### src/hdl/sgc_pkg.sv
package sgc_pkg;
    localparam int NSRC = 7;
    localparam int NPER = 33;
    // interrupt source bit positions, shared by mask and both status views
    localparam int SRC_LOCK = 0;
    localparam int SRC_CURLIM = 1;
    localparam int SRC_IOSC = 2;
    localparam int SRC_MOSC = 3;
    localparam int SRC_POR = 4;
    localparam int SRC_BOR = 5;
    localparam int SRC_LLFAIL = 6;
    // register word addresses
    localparam logic [7:0] A_INT_EN_SET = 8'h00;
    localparam logic [7:0] A_INT_EN_CLR = 8'h04;
    localparam logic [7:0] A_INT_EN = 8'h08;
    localparam logic [7:0] A_INT_RAW = 8'h0C;
    localparam logic [7:0] A_INT_MSK = 8'h10;
    localparam logic [7:0] A_INT_CLR = 8'h14;
    localparam logic [7:0] A_REG_LVL = 8'h18;
    localparam logic [7:0] A_GATE_SW = 8'h1C;
    localparam logic [7:0] A_RUN_EN = 8'h20;
    localparam logic [7:0] A_RUN_EN_HI = 8'h24;
    localparam logic [7:0] A_SLP_EN = 8'h28;
    localparam logic [7:0] A_SLP_EN_HI = 8'h2C;
    localparam logic [7:0] A_DSLP_EN = 8'h30;
    localparam logic [7:0] A_DSLP_EN_HI = 8'h34;
    // regulator level codes: 0 = 2.25 V ... 10 = 2.75 V in 50 mV steps
    localparam int LVL_W = 4;
    localparam logic [3:0] LVL_MAX = 4'hA;
    localparam logic [3:0] LVL_RESET = 4'h5;
    localparam logic [32:0] RUN_RESET = 33'h0;
    localparam logic [32:0] SLP_RESET = 33'h1FFFFFFFF;
    localparam logic [32:0] DSLP_RESET = 33'h1FFFFFFFF;
    typedef struct packed {
        logic [7:0] addr;
        logic [31:0] wdata;
        logic wr;
        logic rd;
    } sgc_req_t;
    typedef struct packed {
        logic sleep;
        logic deep_sleep;
    } sgc_cpu_t;
endpackage : sgc_pkg

### src/hdl/sgc_sync.sv
`timescale 1ns/100ps
`default_nettype none
module sgc_sync
(
    // clock
    input wire logic clk,
    input wire logic reset,
    input wire logic ce,
    // pin in, qualified level out
    input wire logic d,
    output logic q
);
    typedef struct packed {
        logic s1;
        logic s2;
        logic s3;
        logic q;
    } sgc_sync_st_t;
    sgc_sync_st_t st_r, st_nxt;
    always_comb
    begin
        st_nxt = st_r;
        st_nxt.s1 = d;
        st_nxt.s2 = st_r.s1;
        st_nxt.s3 = st_r.s2;
        // second and third must agree before a change is taken
        if (st_r.s2 == st_r.s3)
            st_nxt.q = st_r.s3;
    end
    always_ff @(posedge clk)
    begin
        if (reset)
            st_r <= '0;
        else if (ce)
            st_r <= st_nxt;
    end
    assign q = st_r.q;
endmodule : sgc_sync
`default_nettype wire

### src/hdl/sgc_gate.sv
`timescale 1ns/100ps
`default_nettype none
module sgc_gate
(
    // settings of one peripheral
    input wire logic run_en,
    input wire logic slp_en,
    input wire logic dslp_en,
    input wire logic gating_on,
    // processor state
    input wire logic sleep,
    input wire logic deep_sleep,
    // clock enable for the peripheral
    output logic clk_on
);
    always_comb
    begin
        if (!gating_on)
            clk_on = run_en;
        else if (deep_sleep)
            clk_on = run_en & dslp_en;
        else if (sleep)
            clk_on = run_en & slp_en;
        else
            clk_on = run_en;
    end
endmodule : sgc_gate
`default_nettype wire

### src/hdl/sgc_top.sv
// What this block does
// - seven system interrupt sources, one bit each
// - enable write sets only selected bits
// - disable write clears only selected bits
// - only enabled sources drive interrupt line
// - raw and masked status views readable
// - status views share mask bit positions
// - regulator resets 2.5 V, plus/minus ten percent
// - eleven levels, 2.25 to 2.75 V
// - regulator readback returns held level
// - switch clear: sleeps clock as run
// - switch set: sleep/deep-sleep enable bits apply
// - deep-sleep disabled peripheral stops in deep-sleep
// - exit restores clocks, state kept
// - deep-sleep bits kept, ignored while switch clear
// - thirty-three peripheral gating bits
// - clear write drops selected pending bits
// - run enables cleared at power-up
//
// The plain strobed port and the address map were chosen for this implementation.
`timescale 1ns/100ps
`default_nettype none
module sgc_top
    import sgc_pkg::*;
#(
    parameter int NS = 7,
    parameter int NP = 33
)
(
    // clock and reset
    input wire logic clk,
    input wire logic reset,
    input wire logic ce,
    // register port
    input wire sgc_pkg::sgc_req_t req,
    output logic [31:0] rdata,
    // interrupt source pulses or levels from the analog side
    input wire logic [6:0] src_event,
    // processor state indications
    input wire sgc_pkg::sgc_cpu_t cpu,
    // outputs
    output logic irq,
    output logic [3:0] onchip_regulator,
    output logic [32:0] periph_clk_en,
    output logic [32:0] periph_run_en
);
    import sgc_pkg::*;
    typedef struct packed {
        logic [6:0] int_en;
        logic [6:0] pend;
        logic [3:0] lvl;
        logic gate_sw;
        logic [32:0] run_en;
        logic [32:0] slp_en;
        logic [32:0] dslp_en;
        logic [32:0] clk_en;
        logic irq;
        logic [31:0] rdata;
    } sgc_st_t;
    sgc_st_t st_r, st_nxt;
    logic [6:0] src_q;
    logic [32:0] clk_on;
    logic sleep_q;
    logic dsleep_q;
    // sources arrive from other domains, so each is qualified
    genvar gi;
    generate
        for (gi = 0; gi < NS; gi++)
        begin : g_src
            sgc_sync u_sync
            (
                .clk(clk),
                .reset(reset),
                .ce(ce),
                .d(src_event[gi]),
                .q(src_q[gi])
            );
        end
        for (gi = 0; gi < NP; gi++)
        begin : g_gate
            sgc_gate u_gate
            (
                .run_en(st_r.run_en[gi]),
                .slp_en(st_r.slp_en[gi]),
                .dslp_en(st_r.dslp_en[gi]),
                .gating_on(st_r.gate_sw),
                .sleep(sleep_q),
                .deep_sleep(dsleep_q),
                .clk_on(clk_on[gi])
            );
        end
    endgenerate
    // processor state is on this clock, used directly
    assign sleep_q = cpu.sleep;
    assign dsleep_q = cpu.deep_sleep;
    logic [6:0] src_prev_r;
    logic [6:0] src_rise;
    always_ff @(posedge clk)
    begin
        if (reset)
            src_prev_r <= '0;
        else if (ce)
            src_prev_r <= src_q;
    end
    assign src_rise = src_q & ~src_prev_r;
    always_comb
    begin
        st_nxt = st_r;
        st_nxt.rdata = '0;
        if (req.wr)
        begin
            case (req.addr)
                A_INT_EN_SET: st_nxt.int_en = st_r.int_en | req.wdata[6:0];
                A_INT_EN_CLR: st_nxt.int_en = st_r.int_en & ~req.wdata[6:0];
                A_INT_EN: st_nxt.int_en = req.wdata[6:0];
                A_INT_CLR: st_nxt.pend = st_r.pend & ~req.wdata[6:0];
                A_REG_LVL:
                begin
                    // out-of-range codes are dropped to keep the rail in bounds
                    if (req.wdata[3:0] <= LVL_MAX)
                        st_nxt.lvl = req.wdata[3:0];
                end
                A_GATE_SW: st_nxt.gate_sw = req.wdata[0];
                A_RUN_EN: st_nxt.run_en[31:0] = req.wdata;
                A_RUN_EN_HI: st_nxt.run_en[32] = req.wdata[0];
                A_SLP_EN: st_nxt.slp_en[31:0] = req.wdata;
                A_SLP_EN_HI: st_nxt.slp_en[32] = req.wdata[0];
                A_DSLP_EN: st_nxt.dslp_en[31:0] = req.wdata;
                A_DSLP_EN_HI: st_nxt.dslp_en[32] = req.wdata[0];
                default: ;
            endcase
        end
        // a new event wins over a same-cycle clear
        st_nxt.pend = st_nxt.pend | src_rise;
        if (req.rd)
        begin
            case (req.addr)
                A_INT_EN: st_nxt.rdata = {25'h0, st_r.int_en};
                A_INT_RAW: st_nxt.rdata = {25'h0, st_r.pend};
                A_INT_MSK: st_nxt.rdata = {25'h0, st_r.pend & st_r.int_en};
                A_REG_LVL: st_nxt.rdata = {28'h0, st_r.lvl};
                A_GATE_SW: st_nxt.rdata = {31'h0, st_r.gate_sw};
                A_RUN_EN: st_nxt.rdata = st_r.run_en[31:0];
                A_RUN_EN_HI: st_nxt.rdata = {31'h0, st_r.run_en[32]};
                A_SLP_EN: st_nxt.rdata = st_r.slp_en[31:0];
                A_SLP_EN_HI: st_nxt.rdata = {31'h0, st_r.slp_en[32]};
                A_DSLP_EN: st_nxt.rdata = st_r.dslp_en[31:0];
                A_DSLP_EN_HI: st_nxt.rdata = {31'h0, st_r.dslp_en[32]};
                default: st_nxt.rdata = '0;
            endcase
        end
        st_nxt.irq = |(st_nxt.pend & st_nxt.int_en);
        st_nxt.clk_en = clk_on;
    end
    always_ff @(posedge clk)
    begin
        if (reset)
        begin
            st_r <= '0;
            st_r.lvl <= LVL_RESET;
            st_r.run_en <= RUN_RESET;
            st_r.slp_en <= SLP_RESET;
            st_r.dslp_en <= DSLP_RESET;
        end
        else if (ce)
            st_r <= st_nxt;
    end
    assign rdata = st_r.rdata;
    assign irq = st_r.irq;
    assign onchip_regulator = st_r.lvl;
    assign periph_clk_en = st_r.clk_en;
    assign periph_run_en = st_r.run_en;

    // interrupt mask and status
    AST_IRQ_MASK: assert property (
        @(posedge clk) disable iff (reset)
        ce && !req.wr
        |=> irq == |($past(st_nxt.pend) & st_r.int_en))
        else $error("irq not matching masked pending");
    AST_IRQ_OFF: assert property (
        @(posedge clk) disable iff (reset)
        ce && (st_nxt.pend & st_nxt.int_en) == 7'h0
        |=> !irq)
        else $error("irq raised with nothing enabled and pending");
    AST_EN_SET: assert property (
        @(posedge clk) disable iff (reset)
        ce && req.wr && req.addr == A_INT_EN_SET
        |=> st_r.int_en == ($past(st_r.int_en) | $past(req.wdata[6:0])))
        else $error("enable set wrong");
    AST_EN_CLR: assert property (
        @(posedge clk) disable iff (reset)
        ce && req.wr && req.addr == A_INT_EN_CLR
        |=> st_r.int_en == ($past(st_r.int_en) & ~$past(req.wdata[6:0])))
        else $error("enable clear wrong");
    AST_EN_KEEP: assert property (
        @(posedge clk) disable iff (reset)
        ce && !(req.wr && (req.addr == A_INT_EN_SET || req.addr == A_INT_EN_CLR || req.addr == A_INT_EN))
        |=> $stable(st_r.int_en))
        else $error("enables changed without a write");
    AST_EN_DIRECT: assert property (
        @(posedge clk) disable iff (reset)
        ce && req.wr && req.addr == A_INT_EN
        |=> st_r.int_en == $past(req.wdata[6:0]))
        else $error("direct enable write wrong");
    AST_EN_READ: assert property (
        @(posedge clk) disable iff (reset)
        ce && req.rd && req.addr == A_INT_EN
        |=> rdata == {25'h0, $past(st_r.int_en)})
        else $error("enable readback wrong");
    AST_RAW_READ: assert property (
        @(posedge clk) disable iff (reset)
        ce && req.rd && req.addr == A_INT_RAW
        |=> rdata == {25'h0, $past(st_r.pend)})
        else $error("raw view wrong");
    AST_MSK_READ: assert property (
        @(posedge clk) disable iff (reset)
        ce && req.rd && req.addr == A_INT_MSK
        |=> rdata == {25'h0, $past(st_r.pend & st_r.int_en)})
        else $error("masked view wrong");
    AST_RDATA_IDLE: assert property (
        @(posedge clk) disable iff (reset)
        ce && !req.rd
        |=> rdata == 32'h0)
        else $error("read data not zero outside a read");
    AST_CLR_PEND: assert property (
        @(posedge clk) disable iff (reset)
        ce && req.wr && req.addr == A_INT_CLR && src_rise == 7'h0
        |=> (st_r.pend & $past(req.wdata[6:0])) == 7'h0)
        else $error("pending not cleared");
    AST_CLR_KEEP: assert property (
        @(posedge clk) disable iff (reset)
        ce && req.wr && req.addr == A_INT_CLR
        |=> ($past(st_r.pend) & ~$past(req.wdata[6:0]) & ~st_r.pend) == 7'h0)
        else $error("unselected pending bit lost");
    AST_SET_WINS: assert property (
        @(posedge clk) disable iff (reset)
        ce && src_rise != 7'h0
        |=> (st_r.pend & $past(src_rise)) == $past(src_rise))
        else $error("new event not latched");
    AST_PEND_HOLD: assert property (
        @(posedge clk) disable iff (reset)
        ce && src_rise == 7'h0 && !(req.wr && req.addr == A_INT_CLR)
        |=> $stable(st_r.pend))
        else $error("pending changed with no event or clear");
    // regulator
    AST_LVL_RANGE: assert property (
        @(posedge clk) disable iff (reset)
        onchip_regulator <= LVL_MAX)
        else $error("regulator level out of range");
    AST_LVL_WRITE: assert property (
        @(posedge clk) disable iff (reset)
        ce && req.wr && req.addr == A_REG_LVL && req.wdata[3:0] <= LVL_MAX
        |=> st_r.lvl == $past(req.wdata[3:0]))
        else $error("regulator write not taken");
    AST_LVL_IGNORE: assert property (
        @(posedge clk) disable iff (reset)
        ce && req.wr && req.addr == A_REG_LVL && req.wdata[3:0] > LVL_MAX
        |=> $stable(st_r.lvl))
        else $error("regulator took an illegal code");
    AST_LVL_BACK: assert property (
        @(posedge clk) disable iff (reset)
        ce && req.rd && req.addr == A_REG_LVL
        |=> rdata[3:0] == $past(st_r.lvl))
        else $error("regulator readback wrong");
    // clock gating
    AST_NO_GATE: assert property (
        @(posedge clk) disable iff (reset)
        ce && !st_r.gate_sw
        |=> periph_clk_en == $past(st_r.run_en))
        else $error("clocks gated with switch clear");
    AST_GATE_WR: assert property (
        @(posedge clk) disable iff (reset)
        ce && req.wr && req.addr == A_GATE_SW
        |=> st_r.gate_sw == $past(req.wdata[0]))
        else $error("gating switch write wrong");
    AST_GATE_READ: assert property (
        @(posedge clk) disable iff (reset)
        ce && req.rd && req.addr == A_GATE_SW
        |=> rdata == {31'h0, $past(st_r.gate_sw)})
        else $error("gating switch readback wrong");
    AST_SLEEP_GATE: assert property (
        @(posedge clk) disable iff (reset)
        ce && st_r.gate_sw && cpu.sleep && !cpu.deep_sleep
        |=> periph_clk_en == $past(st_r.run_en & st_r.slp_en))
        else $error("sleep gating wrong");
    AST_DEEP_GATE: assert property (
        @(posedge clk) disable iff (reset)
        ce && st_r.gate_sw && cpu.deep_sleep
        |=> periph_clk_en == $past(st_r.run_en & st_r.dslp_en))
        else $error("deep-sleep gating wrong");
    AST_RUN_CLOCK: assert property (
        @(posedge clk) disable iff (reset)
        ce && !cpu.sleep && !cpu.deep_sleep
        |=> periph_clk_en == $past(st_r.run_en))
        else $error("run-mode clocks not restored");
    AST_CLK_NEEDS_RUN: assert property (
        @(posedge clk) disable iff (reset)
        ce
        |=> (periph_clk_en & ~$past(st_r.run_en)) == 33'h0)
        else $error("clock given to a disabled peripheral");
    AST_RUN_WR: assert property (
        @(posedge clk) disable iff (reset)
        ce && req.wr && req.addr == A_RUN_EN
        |=> st_r.run_en[31:0] == $past(req.wdata))
        else $error("run enable write wrong");
    AST_DSLP_KEEP: assert property (
        @(posedge clk) disable iff (reset)
        ce && !(req.wr && (req.addr == A_DSLP_EN || req.addr == A_DSLP_EN_HI))
        |=> $stable(st_r.dslp_en))
        else $error("deep-sleep enables changed without a write");
    AST_DSLP_WR: assert property (
        @(posedge clk) disable iff (reset)
        ce && req.wr && req.addr == A_DSLP_EN
        |=> st_r.dslp_en[31:0] == $past(req.wdata))
        else $error("deep-sleep enable write wrong");
    AST_DSLP_HI: assert property (
        @(posedge clk) disable iff (reset)
        ce && req.wr && req.addr == A_DSLP_EN_HI
        |=> st_r.dslp_en[32] == $past(req.wdata[0]))
        else $error("deep-sleep top enable write wrong");
    AST_DSLP_READ: assert property (
        @(posedge clk) disable iff (reset)
        ce && req.rd && req.addr == A_DSLP_EN
        |=> rdata == $past(st_r.dslp_en[31:0]))
        else $error("deep-sleep enable readback wrong");
    // reset values, looked at on the first edge after release only
    AST_RESET_VAL: assert property (
        @(posedge clk)
        $past(reset) && !reset
        |-> st_r.lvl == LVL_RESET && st_r.int_en == 7'h0)
        else $error("reset values wrong");
    AST_RESET_GATE: assert property (
        @(posedge clk)
        $past(reset) && !reset
        |-> st_r.pend == 7'h0 && !st_r.gate_sw && st_r.run_en == RUN_RESET && st_r.dslp_en == DSLP_RESET)
        else $error("reset gating values wrong");
    // main scenarios
    CV_IRQ: cover property (@(posedge clk) disable iff (reset) $rose(irq));
    CV_DEEP: cover property (@(posedge clk) disable iff (reset)
        st_r.gate_sw && cpu.deep_sleep && periph_clk_en != periph_run_en);
    CV_LVL: cover property (@(posedge clk) disable iff (reset) onchip_regulator == LVL_MAX);
    CV_SLEEP: cover property (@(posedge clk) disable iff (reset)
        st_r.gate_sw && cpu.sleep && periph_clk_en != periph_run_en);
    CV_CLR: cover property (@(posedge clk) disable iff (reset)
        ce && req.wr && req.addr == A_INT_CLR && st_r.pend != 7'h0);
endmodule : sgc_top
`default_nettype wire

### config.mk
export PLATFORM = sky130hd
export DESIGN_NAME = sgc_top
export DESIGN_NICKNAME = d
export VERILOG_FILES = /design/src/hdl/sgc_pkg.sv /design/src/hdl/sgc_sync.sv /design/src/hdl/sgc_gate.sv /design/src/hdl/sgc_top.sv
export SDC_FILE = /design/constraint.sdc
export NUM_CORES = 1
export LEC_CHECK = 0
export BUFFER_PORTS_ARGS = -buffer_cell sky130_fd_sc_hd__buf_4
export CAP_MARGIN = 0
export CORE_ASPECT_RATIO = 1.1
export CORE_MARGIN = 2
export CORE_UTILIZATION = 25
export CTS_CLUSTER_SIZE = 25
export DETAILED_ROUTE_END_ITERATION = 10
export MAX_ROUTING_LAYER = met4
export PLACE_DENSITY_LB_ADDON = 0.2
export SYNTH_ARGS = -nofsm -noshare
export SYNTH_HDL_FRONTEND = slang
export SYNTH_SLANG_ARGS = --single-unit
### constraint.sdc
create_clock -name clk -period 2 [get_ports clk]
set_clock_uncertainty 0.05 [all_clocks]
set_input_delay 0.3 -clock clk [delete_from_list [all_inputs] [get_ports clk]]
set_output_delay 0.3 -clock clk [all_outputs]
set_load 0.02 [all_outputs]
==> reports/qor.yml, run 1 <==
cp-start-kind: "input pin"
nFillCells: 4505
synthArstFlopShare: 0
rrSetupSlack_ns: 0.56
chipHeight_um: 221
nNetsFinal: 1447
ys_seq_area_frac: 0.410
setup_violations: 0
syn_area_um2: 10700
tightest_slew_ns: 0.569
post_cts_buffers: 0
finalHoldViolCount: 0
ys_types: 61
cts_root_buffer: "clkbuf_16"
fin_area_um2: 13400
avgSynthCellArea_um2: 8.28
drcViolationCount: 0
clkSlewWorstSetupHoldPaths_ns: 0.06
timing.final.max_slew_violations: 0
clkLatencyLatePin_ns: 0.56
synth_flop_cell: "dfxtp_1"
slowest_delay_ns: 0.39
yosys_register_bits: 219
finalCritPeriodShare: 0.796
layout_commonest_cell: "nand2_1"
core.rowCount: 79
drt_iter0_drc: 687
hold_path.class: "input pin to flop"
wl_um: 36900
critPathKind: "input pin to flop"
io_pins: 157
via_per_inst: 4.76
core_area_um2: 42200
drive_above_1_share: 0.216
cts-root-to-sink-buffers: 3
placed_area_um2: 12300
vdd_ir_drop_max_v: 0.000501
slowest_stage: "nor4b_4"
portBuffers: 156
final_cell_mix: "nand2_1, buf_4, dfxtp_1"
path_max_fanout: 6
clock-sinks: 219
fp.dieW_um: 201
grt_overflow: 0
end_kind: "flop"
grt_pass1_vias: 9230
cp_common_cell: "buf_4"
min_from: "req[4]"
grt_max_degree: 67
syn_inst: 1291
drt-wirelength-per-cell_um: 18.7
htree_levels: 1
cts_tree: "done"
antenna_found_initial: 1
p_per_area_nw_per_um2: 719
yosysWarnings: 0
syn_nets: 1345
whs_ns: 0.0253
drt_pass1_iterations: 5
area_delta_synth_final_pct: 25.6
status: "finished clean"
crit_chain: "buf_4, buf_4, nor4b_4, buf_4, and2_0, o221ai_1, o22a_1, a31oi_1"
rsz0062_at_grt: "no"
power_mw: 9.65
ant_nets: 0
finalCriticalPeriod_ns: 1.59
dp_hpwl_um: 24800
dieArea_um2: 44400
arrival_ns: 2.03
grt_pass1_wl_um: 56600
relSlewSlack: 0.621
track_usage: 0.167
vias: 9403
max_freq_mhz: 628
place_congestion: 0.835
ctsResizeCount: 0
cap_violations: 0
cp-startpoint: "req[35]"
worstPathRequired_ns: 2.44
r2r_start: "st_r[131]$_SDFFE_PP1P_"
synth_edf_count: 0
p_leak_nw: 5.34
cts_buffers: 27
initial_core_util: 0.253
[cells by family after synthesis]
family | Yosys count | share of synthesized area
buffers and inverters | 218 | 0.120
AND/OR/NAND/NOR | 552 | 0.265
multiplexers | 41 | 0.0397
AO/OA/AOI/OAI | 261 | 0.165
flip-flops | 219 | 0.410
[layout make-up]
class	count	area, um2	share of cell area
clock inverters	5	31.3	0.00233
diodes	1	2.50	0.000186
clock buffers	40	774	0.0577
flip-flops and latches	219	4380	0.326
repair buffers	281	2460	0.183
well taps	567	709	0.0528
inverters	10	37.5	0.00280
multi-input cells	854	5030	0.374
[synth_stat cells, types with 3 or more instances]
| master | count | area [um2] |
|---|---|---|
| a22oi_1 | 9 | 67.6 |
| a2bb2oi_1 | 15 | 131 |
| a222oi_1 | 25 | 250 |
| nor2_1 | 68 | 255 |
| mux2i_1 | 39 | 390 |
| o2bb2ai_1 | 15 | 131 |
| a31oi_1 | 7 | 43.8 |
| buf_4 | 108 | 811 |
| nand3b_1 | 59 | 443 |
| a22o_1 | 4 | 35.0 |
| a211oi_1 | 4 | 30.0 |
| inv_1 | 10 | 37.5 |
| a21o_1 | 10 | 75.1 |
| nor3_1 | 3 | 15.0 |
| o21ai_0 | 46 | 230 |
| clkbuf_1 | 65 | 244 |
| dfxtp_1 | 219 | 4380 |
| nand2b_1 | 6 | 37.5 |
| and2_1 | 4 | 25.0 |
| nor2b_1 | 55 | 344 |
| nand3_1 | 49 | 245 |
| nor3b_1 | 34 | 255 |
| buf_1 | 6 | 22.5 |
| nand2_1 | 240 | 901 |
| and3_1 | 7 | 43.8 |
| a211o_1 | 8 | 70.1 |
| buf_2 | 24 | 120 |
| a21boi_0 | 6 | 45.0 |
| nor4b_4 | 3 | 71.3 |
| buf_6 | 4 | 45.0 |
| o31ai_1 | 7 | 52.6 |
| nand4_1 | 12 | 75.1 |
| a21oi_1 | 86 | 430 |
[per-layer routing]
layer	vias to the layer above	wire length (um)	GRT usage
li1	4596	-	-
met1	4501	16100	0.211
met2	250	18000	0.274
met3	56	2060	0.0292
met4	0	766	0.0455
met5	-	0	-
[where the power goes]
group	total [mW]	leakage (nW)	switching [mW]	internal [mW]
Clock	4.58	0.395	1.94	2.65
Combinational	0.662	3.18	0.371	0.291
Sequential	4.41	1.77	0.0187	4.39
[sequential cells by signal, summed over array words and instances, names as in the netlist]
signal               count
g_src.u_sync.q           7
g_src.u_sync.st_nxt     14
g_src.u_sync.st_r        7
irq                      1
onchip_regulator         4
periph_clk_en           33
periph_run_en           33
rdata                   32
src_prev_r               7
st_r                    81
[worst paths after layout]
path | endpoint | cells past startpoint
worst min-delay path | onchip_regulator[2]$_SDFFE_PP1P_ | 2
worst min register to register | periph_clk_en[11]$_SDFFE_PP0P_ | 2
worst max-delay path | irq$_SDFFE_PP0P_ | 8
worst max register to register | rdata[0]$_SDFFE_PP0P_ | 5
[critical path: cells and delay by family]
kind / cells / cell delay [ns]
compound gates: 3 / 0.52
simple gates: 2 / 0.73
buf+inv: 3 / 0.48
[metrics by stage]
step	setup TNS [ns]	setup WS (ns)	cells	util
2_1_floorplan	0	0.0781	1291	-
3_3_place_gp	-4.66	-0.182	1897	0.291
3_5_place_dp	-5.58	-0.181	1897	0.291
4_1_cts	0	0.420	1976	0.318
5_1_grt	0	0.327	1977	0.318
6_report	0	0.408	1977	0.318
[timing repair]
action	in CTS	in global routing
hold buffers	34	0
endpoints found under the hold margin	88	0
endpoints found under the setup margin	0	0
Power figures use the tool's default switching activity.
==> inputs of run 2 (changes only) <==
==> constraint.sdc (replaced) <==
create_clock -name clk -period 1.6 [get_ports clk]
set_clock_uncertainty 0.05 [all_clocks]
set_input_delay 0.24 -clock clk [delete_from_list [all_inputs] [get_ports clk]]
set_output_delay 0.24 -clock clk [all_outputs]
set_load 0.02 [all_outputs]
==> run 2 against run 1 <==
  * Global-route usage up 0.22 points
  * Critical path type is now flop to flop
  * Flip-flop and latch count unchanged
  * Highest routed layer unchanged
  * Die area unchanged
  * Via count up 0.47%
  * Combinational power up 36%
  * Critical path depth down 2
  * Critical endpoint is now rdata[0]$_SDFFE_PP0P_
==> reports/qor.yml, run 2 (synthesized netlist as in run 1, its figures left out) <==
status: "finished clean"
slowest_stage: "mux4_2"
clkSlewWorstSetupHoldPaths_ns: 0.06  # about the same
grt_pass1_vias: 9364  # +1.5%
power_switching_mw: 2.87  # +23%
vias: 9447  # +0.47%
power_mw: 12.4  # +28%
hold_path.class: "input pin to flop"
clock-sinks: 219  # unchanged
grt_max_degree: 52  # -22%
dp_hpwl_um: 25400  # +2.1%
initial_core_util: 0.253  # unchanged
drt_pass1_iterations: 7  # +2
worstPathRequired_ns: 1.98  # -0.46 ns
internal_power_mw: 9.50  # +30%
relSlewSlack: 0.622  # +0.00165
swShare: 0.232  # -0.00906
place_congestion: 0.831  # -0.43%
whs_ns: 0.0478  # +0.0225 ns
min_path_cells: 2  # unchanged
p_comb_frac: 0.073  # +0.004
post_cts_buffers: 0  # unchanged
path_max_fanout: 2  # -4
rsz0062_at_grt: "no"
largest_reg_flops: 81  # unchanged
max_flop_register: "st_r"
cp-startpoint: "periph_run_en[0]$_SDFFE_PP0P_"
utilization: 0.326  # +0.00768
drt-wirelength-per-cell_um: 18.7  # +0.22%
wl_um: 37400  # +1.4%
cts_root_buffer: "clkbuf_16"
end_kind: "flop"
multiInputGateArea_um2: 5060  # +0.55%
core.rowCount: 79  # unchanged
setup_violations: 0  # unchanged
rrSetupSlack_ns: 0.1  # -0.46 ns
p_leak_nw: 5.52  # +3.3%
r2r_start: "periph_run_en[0]$_SDFFE_PP0P_"
drcViolationCount: 0  # unchanged
min_from: "reset"
cp-start-kind: "flop"
cts_tree: "done"
drive_above_1_share: 0.230  # +0.0147
htree_levels: 1  # unchanged
nNetsFinal: 1472  # +1.7%
finalHoldViolCount: 0  # unchanged
nFillCells: 4449  # -1.2%
antenna_found_initial: 1  # unchanged
p_seq_frac: 0.445  # -0.011
grt_pass1_wl_um: 57400  # +1.5%
cts-root-to-sink-buffers: 3  # unchanged
core_area_um2: 42200  # unchanged
regArea_um2: 4380  # unchanged
ant_nets: 0  # unchanged
finalCritPeriodShare: 0.938
worstHoldEndpoint: "rdata[15]$_SDFFE_PP0P_"
timing.final.max_slew_violations: 0  # unchanged
arrival_ns: 1.88  # -0.15 ns
p_per_area_nw_per_um2: 900  # +25%
fp.dieW_um: 201  # unchanged
r2r-end: "rdata[0]$_SDFFE_PP0P_"
crit_chain: "mux4_2, nand3_1, o2111ai_1, o21ai_1, buf_4, a21oi_1"
drt_iter0_drc: 566  # -18%
cts_buffers: 27  # unchanged
slowest_delay_ns: 0.48  # +0.09 ns
final_cell_mix: "buf_4, nand2_1, dfxtp_1"
grt_overflow: 0  # unchanged
layout_commonest_cell: "buf_4"
chipHeight_um: 221  # unchanged
clkLatencyLatePin_ns: 0.54  # -0.02 ns
rr_worst_depth: 6  # +1
clkPwrFrac: 0.482  # +0.007
tightest_slew_ns: 0.566  # -0.00248 ns
vdd_ir_drop_max_v: 0.000671  # +34%
critPathKind: "flop to flop"
io_pins: 157  # unchanged
via_per_inst: 4.72  # -0.69%
track_usage: 0.169  # +0.00223
dieArea_um2: 44400  # unchanged
area_delta_synth_final_pct: 28.6
cap_violations: 0  # unchanged
finalCriticalPeriod_ns: 1.50
portBuffers: 156  # unchanged
max_freq_mhz: 666
-- run 2: cell count changes in the layout (fill, tap and decap cells not counted), moves of 2 or more --
cell           change
clkbuf_1           -3
bufinv_16          +2
buf_12             +5
dlygate4sd3_1      +2
buf_4             +18
-- run 2: repair_timing --
| item | 4_1_cts | 5_1_grt |
|---|---|---|
| resized for setup | 0 | 1 |
| endpoints found under the hold margin | 91 | 0 |
| hold buffers | 36 | 0 |
| setup endpoints to repair | 0 | 1 |
-- run 2: area by class of cell --
class | instances | area share
flip-flops and latches | 219 | 0.319
multi-input cells | 854 | 0.368
well taps | 567 | 0.0516
diodes | 1 | 0.000182
clock buffers | 37 | 0.0555
clock inverters | 6 | 0.00610
inverters | 10 | 0.00273
repair buffers | 306 | 0.198
-- run 2: worst max path at each step --
stage,endpoint,cells after the start
2_1_floorplan,st_r[102]$_SDFFE_PP1P_,7
3_3_place_gp,rdata[31]$_SDFFE_PP0P_,8
3_5_place_dp,rdata[31]$_SDFFE_PP0P_,8
4_1_cts,rdata[0]$_SDFFE_PP0P_,6
5_1_grt,rdata[0]$_SDFFE_PP0P_,6
6_report,rdata[0]$_SDFFE_PP0P_,6
-- run 2: power groups by stage --
| stage | Sequential, mW | Combinational [mW] | Clock (mW) |
|---|---|---|---|
| finish | 5.51 | 0.902 | 5.97 |
| global route | 5.51 | 0.968 | 6.38 |
| CTS | 5.51 | 0.911 | 6.16 |
| detailed placement | 5.63 | 0.837 | 0 |
| global placement | 5.62 | 0.835 | 0 |
| floorplan | 5.62 | 0.398 | 0 |
-- run 2: critical path, delay by kind of cell (launching register included) --
| kind | cells | cell delay (ns) |
|---|---|---|
| muxes | 1 | 0.48 |
| DFF | 1 | 0.34 |
| buffers and inverters | 1 | 0.11 |
| AOI/OAI and AO/OA | 3 | 0.30 |
| and+or+nand+nor | 1 | 0.11 |
-- run 2: stage by stage --
step	worst slack, ns	area [um2]	setup TNS (ns)	std cells
5_1_grt	0.00689	13800	0	2000
3_3_place_gp	-0.422	12500	-34.16	1920
3_5_place_dp	-0.436	12500	-34.32	1920
4_1_cts	0.0307	13800	0	1999
2_1_floorplan	-0.150	10800	-7.93	1291
6_report	0.0987	13800	0	2000
-- run 2: layer usage --
layer,global-route usage,vias to the layer above,wire (um)
li1,-,4646,-
met1,0.213,4519,16800
met2,0.281,233,18100
met3,0.0275,49,1800
met4,0.0434,0,751
met5,-,-,0
==> inputs of run 3 (changes only) <==
--- a/config.mk
+++ b/config.mk
@@ -12,7 +12,6 @@
 export CORE_UTILIZATION = 25
 export CTS_CLUSTER_SIZE = 25
 export DETAILED_ROUTE_END_ITERATION = 10
-export MAX_ROUTING_LAYER = met4
 export PLACE_DENSITY_LB_ADDON = 0.2
 export SYNTH_ARGS = -nofsm -noshare
 export SYNTH_HDL_FRONTEND = slang
==> run 3 against run 2 <==
  * Power hardly changed
  * Hold slack hardly changed
  * Highest routed layer unchanged
  * Flip-flop and latch count stayed put
  * Non-clock buffer count stayed put
  * First-iteration DRC count is 5.1% lower
  * Register-to-register slack hardly changed
  * Final cell count stayed put
  * Maximum frequency is 1.0% lower
  * Combinational power hardly changed
  * Routed wire length is 0.19% lower
  * Largest power group unchanged
==> reports/qor.yml, run 3 (synthesized netlist as in run 1, its figures left out) <==
status: "finished clean"
htree_levels: 1  # unchanged
slowest_stage: "a222oi_1"
setup_violations: 0  # unchanged
fp.dieW_um: 201  # unchanged
wl_um: 37400  # -0.19%
min_path_cells: 2  # unchanged
grt_pass1_vias: 9373  # +0.096%
regArea_um2: 4380  # unchanged
p_per_area_nw_per_um2: 900  # about the same
place_congestion: 0.819  # -1.5%
max_freq_mhz: 659  # -1.0%
timing.final.max_slew_violations: 0  # unchanged
clkSlewWorstSetupHoldPaths_ns: 0.05  # about the same
rr_worst_depth: 6  # unchanged
p_comb_frac: 0.073  # about the same
worstSetupEndpoint: "rdata[31]$_SDFFE_PP0P_"
antenna_found_initial: 1  # unchanged
nFillCells: 4449  # unchanged
internal_power_mw: 9.50  # about the same
hold_path.class: "input pin to flop"
clkPwrFrac: 0.482  # about the same
drt_iter0_drc: 537  # -5.1%
clock-sinks: 219  # unchanged
cp-start-kind: "input pin"
track_usage: 0.164  # -0.00494
cts_root_buffer: "clkbuf_16"
ant_nets: 0  # unchanged
cts_tree: "done"
core_area_um2: 42200  # unchanged
cts-root-to-sink-buffers: 3  # unchanged
multiInputGateArea_um2: 5060  # unchanged
largest_reg_flops: 81  # unchanged
drive_above_1_share: 0.230  # unchanged
swShare: 0.232  # about the same
slowest_delay_ns: 0.62  # +0.14 ns
chipHeight_um: 221  # unchanged
vias: 9380  # -0.71%
finalCritPeriodShare: 0.948  # +0.00956
clkLatencyLatePin_ns: 0.54  # about the same
rrSetupSlack_ns: 0.10  # about the same
drt-wirelength-per-cell_um: 18.7  # -0.19%
grt_overflow: 0  # unchanged
end_kind: "flop"
finalNonFillerCells: 2000  # unchanged
io_pins: 157  # unchanged
cts_buffers: 27  # unchanged
r2r-end: "rdata[0]$_SDFFE_PP0P_"
grt_max_degree: 52  # unchanged
relSlewSlack: 0.584  # -0.0382
tightest_slew_ns: 0.624  # +0.0573 ns
vdd_ir_drop_max_v: 0.000670  # -0.16%
critPathKind: "input pin to flop"
dieArea_um2: 44400  # unchanged
worstPathRequired_ns: 1.98  # about the same
setup_tns_ns: 0  # unchanged
cp_common_cell: "buf_4"
power_switching_mw: 2.87  # about the same
core.rowCount: 79  # unchanged
grt_pass1_wl_um: 57400  # about the same
drcViolationCount: 0  # unchanged
path_max_fanout: 24  # +22
final_cell_mix: "buf_4, nand2_1, dfxtp_1"
via_per_inst: 4.69  # -0.71%
drt_pass1_iterations: 7  # unchanged
r2r_start: "periph_run_en[0]$_SDFFE_PP0P_"
cp-startpoint: "req[39]"
crit_chain: "buf_4, nor4b_4, buf_4, and2_1, buf_12, a222oi_1, a2bb2oi_1, nor2_1"
dp_hpwl_um: 25400  # unchanged
finalHoldViolCount: 0  # unchanged
cap_violations: 0  # unchanged
portBuffers: 156  # unchanged
layout_commonest_cell: "buf_4"
rsz0062_at_grt: "no"
area_delta_synth_final_pct: 28.6  # unchanged
initial_core_util: 0.253  # unchanged
arrival_ns: 1.90  # +0.02 ns
dp_cells: 1920  # unchanged
p_leak_nw: 5.52  # unchanged
max_flop_register: "st_r"
p_seq_frac: 0.445  # about the same
nNetsFinal: 1472  # unchanged
finalCriticalPeriod_ns: 1.52  # +0.0153 ns
-- run 3: cell counts in the layout (fill, tap and decap cells not counted) --
Identical to the previous run, type by type.
-- run 3: critical path: cells and delay by family --
kind | cells | cell delay [ns]
simple gates | 3 | 0.36
buf+inv | 3 | 0.48
compound gates | 2 | 0.82
-- run 3: layer usage --
layer | vias up | GRT usage | part of all wire
li1 | 4642 | - | -
met1 | 4491 | 0.213 | 0.45
met2 | 198 | 0.281 | 0.48
met3 | 49 | 0.0278 | 0.045
met4 | 0 | 0.0434 | 0.020
met5 | - | 0 | 0
-- run 3: stage by stage --
stage	setup WS (ns)	instance area (um2)	hold WS (ns)	power (mW)	util
global placement	-0.422	12500	0.404	6.46	0.297
global route	0.00713	13800	0.0588	12.8	0.326
floorplan	-0.150	10800	0.311	6.02	-
CTS	0.0307	13800	0.0346	12.6	0.326
detailed placement	-0.436	12500	0.408	6.46	0.297
finish	0.0834	13800	0.0475	12.4	0.326
-- run 3: power groups by stage --
stage                     Clock [mW]  Sequential [mW]  Combinational (mW)
after CTS                       6.16             5.51               0.911
after global routing            6.38             5.51               0.968
after detailed placement           0             5.63               0.837
after floorplan                    0             5.62               0.398
after global placement             0             5.62               0.835
final                           5.97             5.51               0.902
-- run 3: worst min path at each step --
stage	start	endpoint	slack, ns
2_1_floorplan	req[6]	st_r[103]$_SDFFE_PP1P_	0.31
3_3_place_gp	periph_clk_en[20]$_SDFFE_PP0P_	periph_clk_en[20]$_SDFFE_PP0P_	0.40
3_5_place_dp	periph_clk_en[14]$_SDFFE_PP0P_	periph_clk_en[14]$_SDFFE_PP0P_	0.41
4_1_cts	reset	rdata[15]$_SDFFE_PP0P_	0.03
5_1_grt	reset	st_r[176]$_SDFFE_PP0P_	0.06
6_report	reset	rdata[15]$_SDFFE_PP0P_	0.05
-- run 3: layout make-up --
type	instances	area share
well taps	567	0.0516
diodes	1	0.000182
repair buffers	306	0.198
flip-flops and latches	219	0.319
clock buffers	37	0.0555
inverters	10	0.00273
multi-input cells	854	0.368
clock inverters	6	0.00610
-- run 3: what timing repair did --
item,CTS,global route
endpoints found under the hold margin,91,0
hold buffers,36,0
setup endpoints to repair,0,1
setup buffers,0,0
resized for setup,0,1
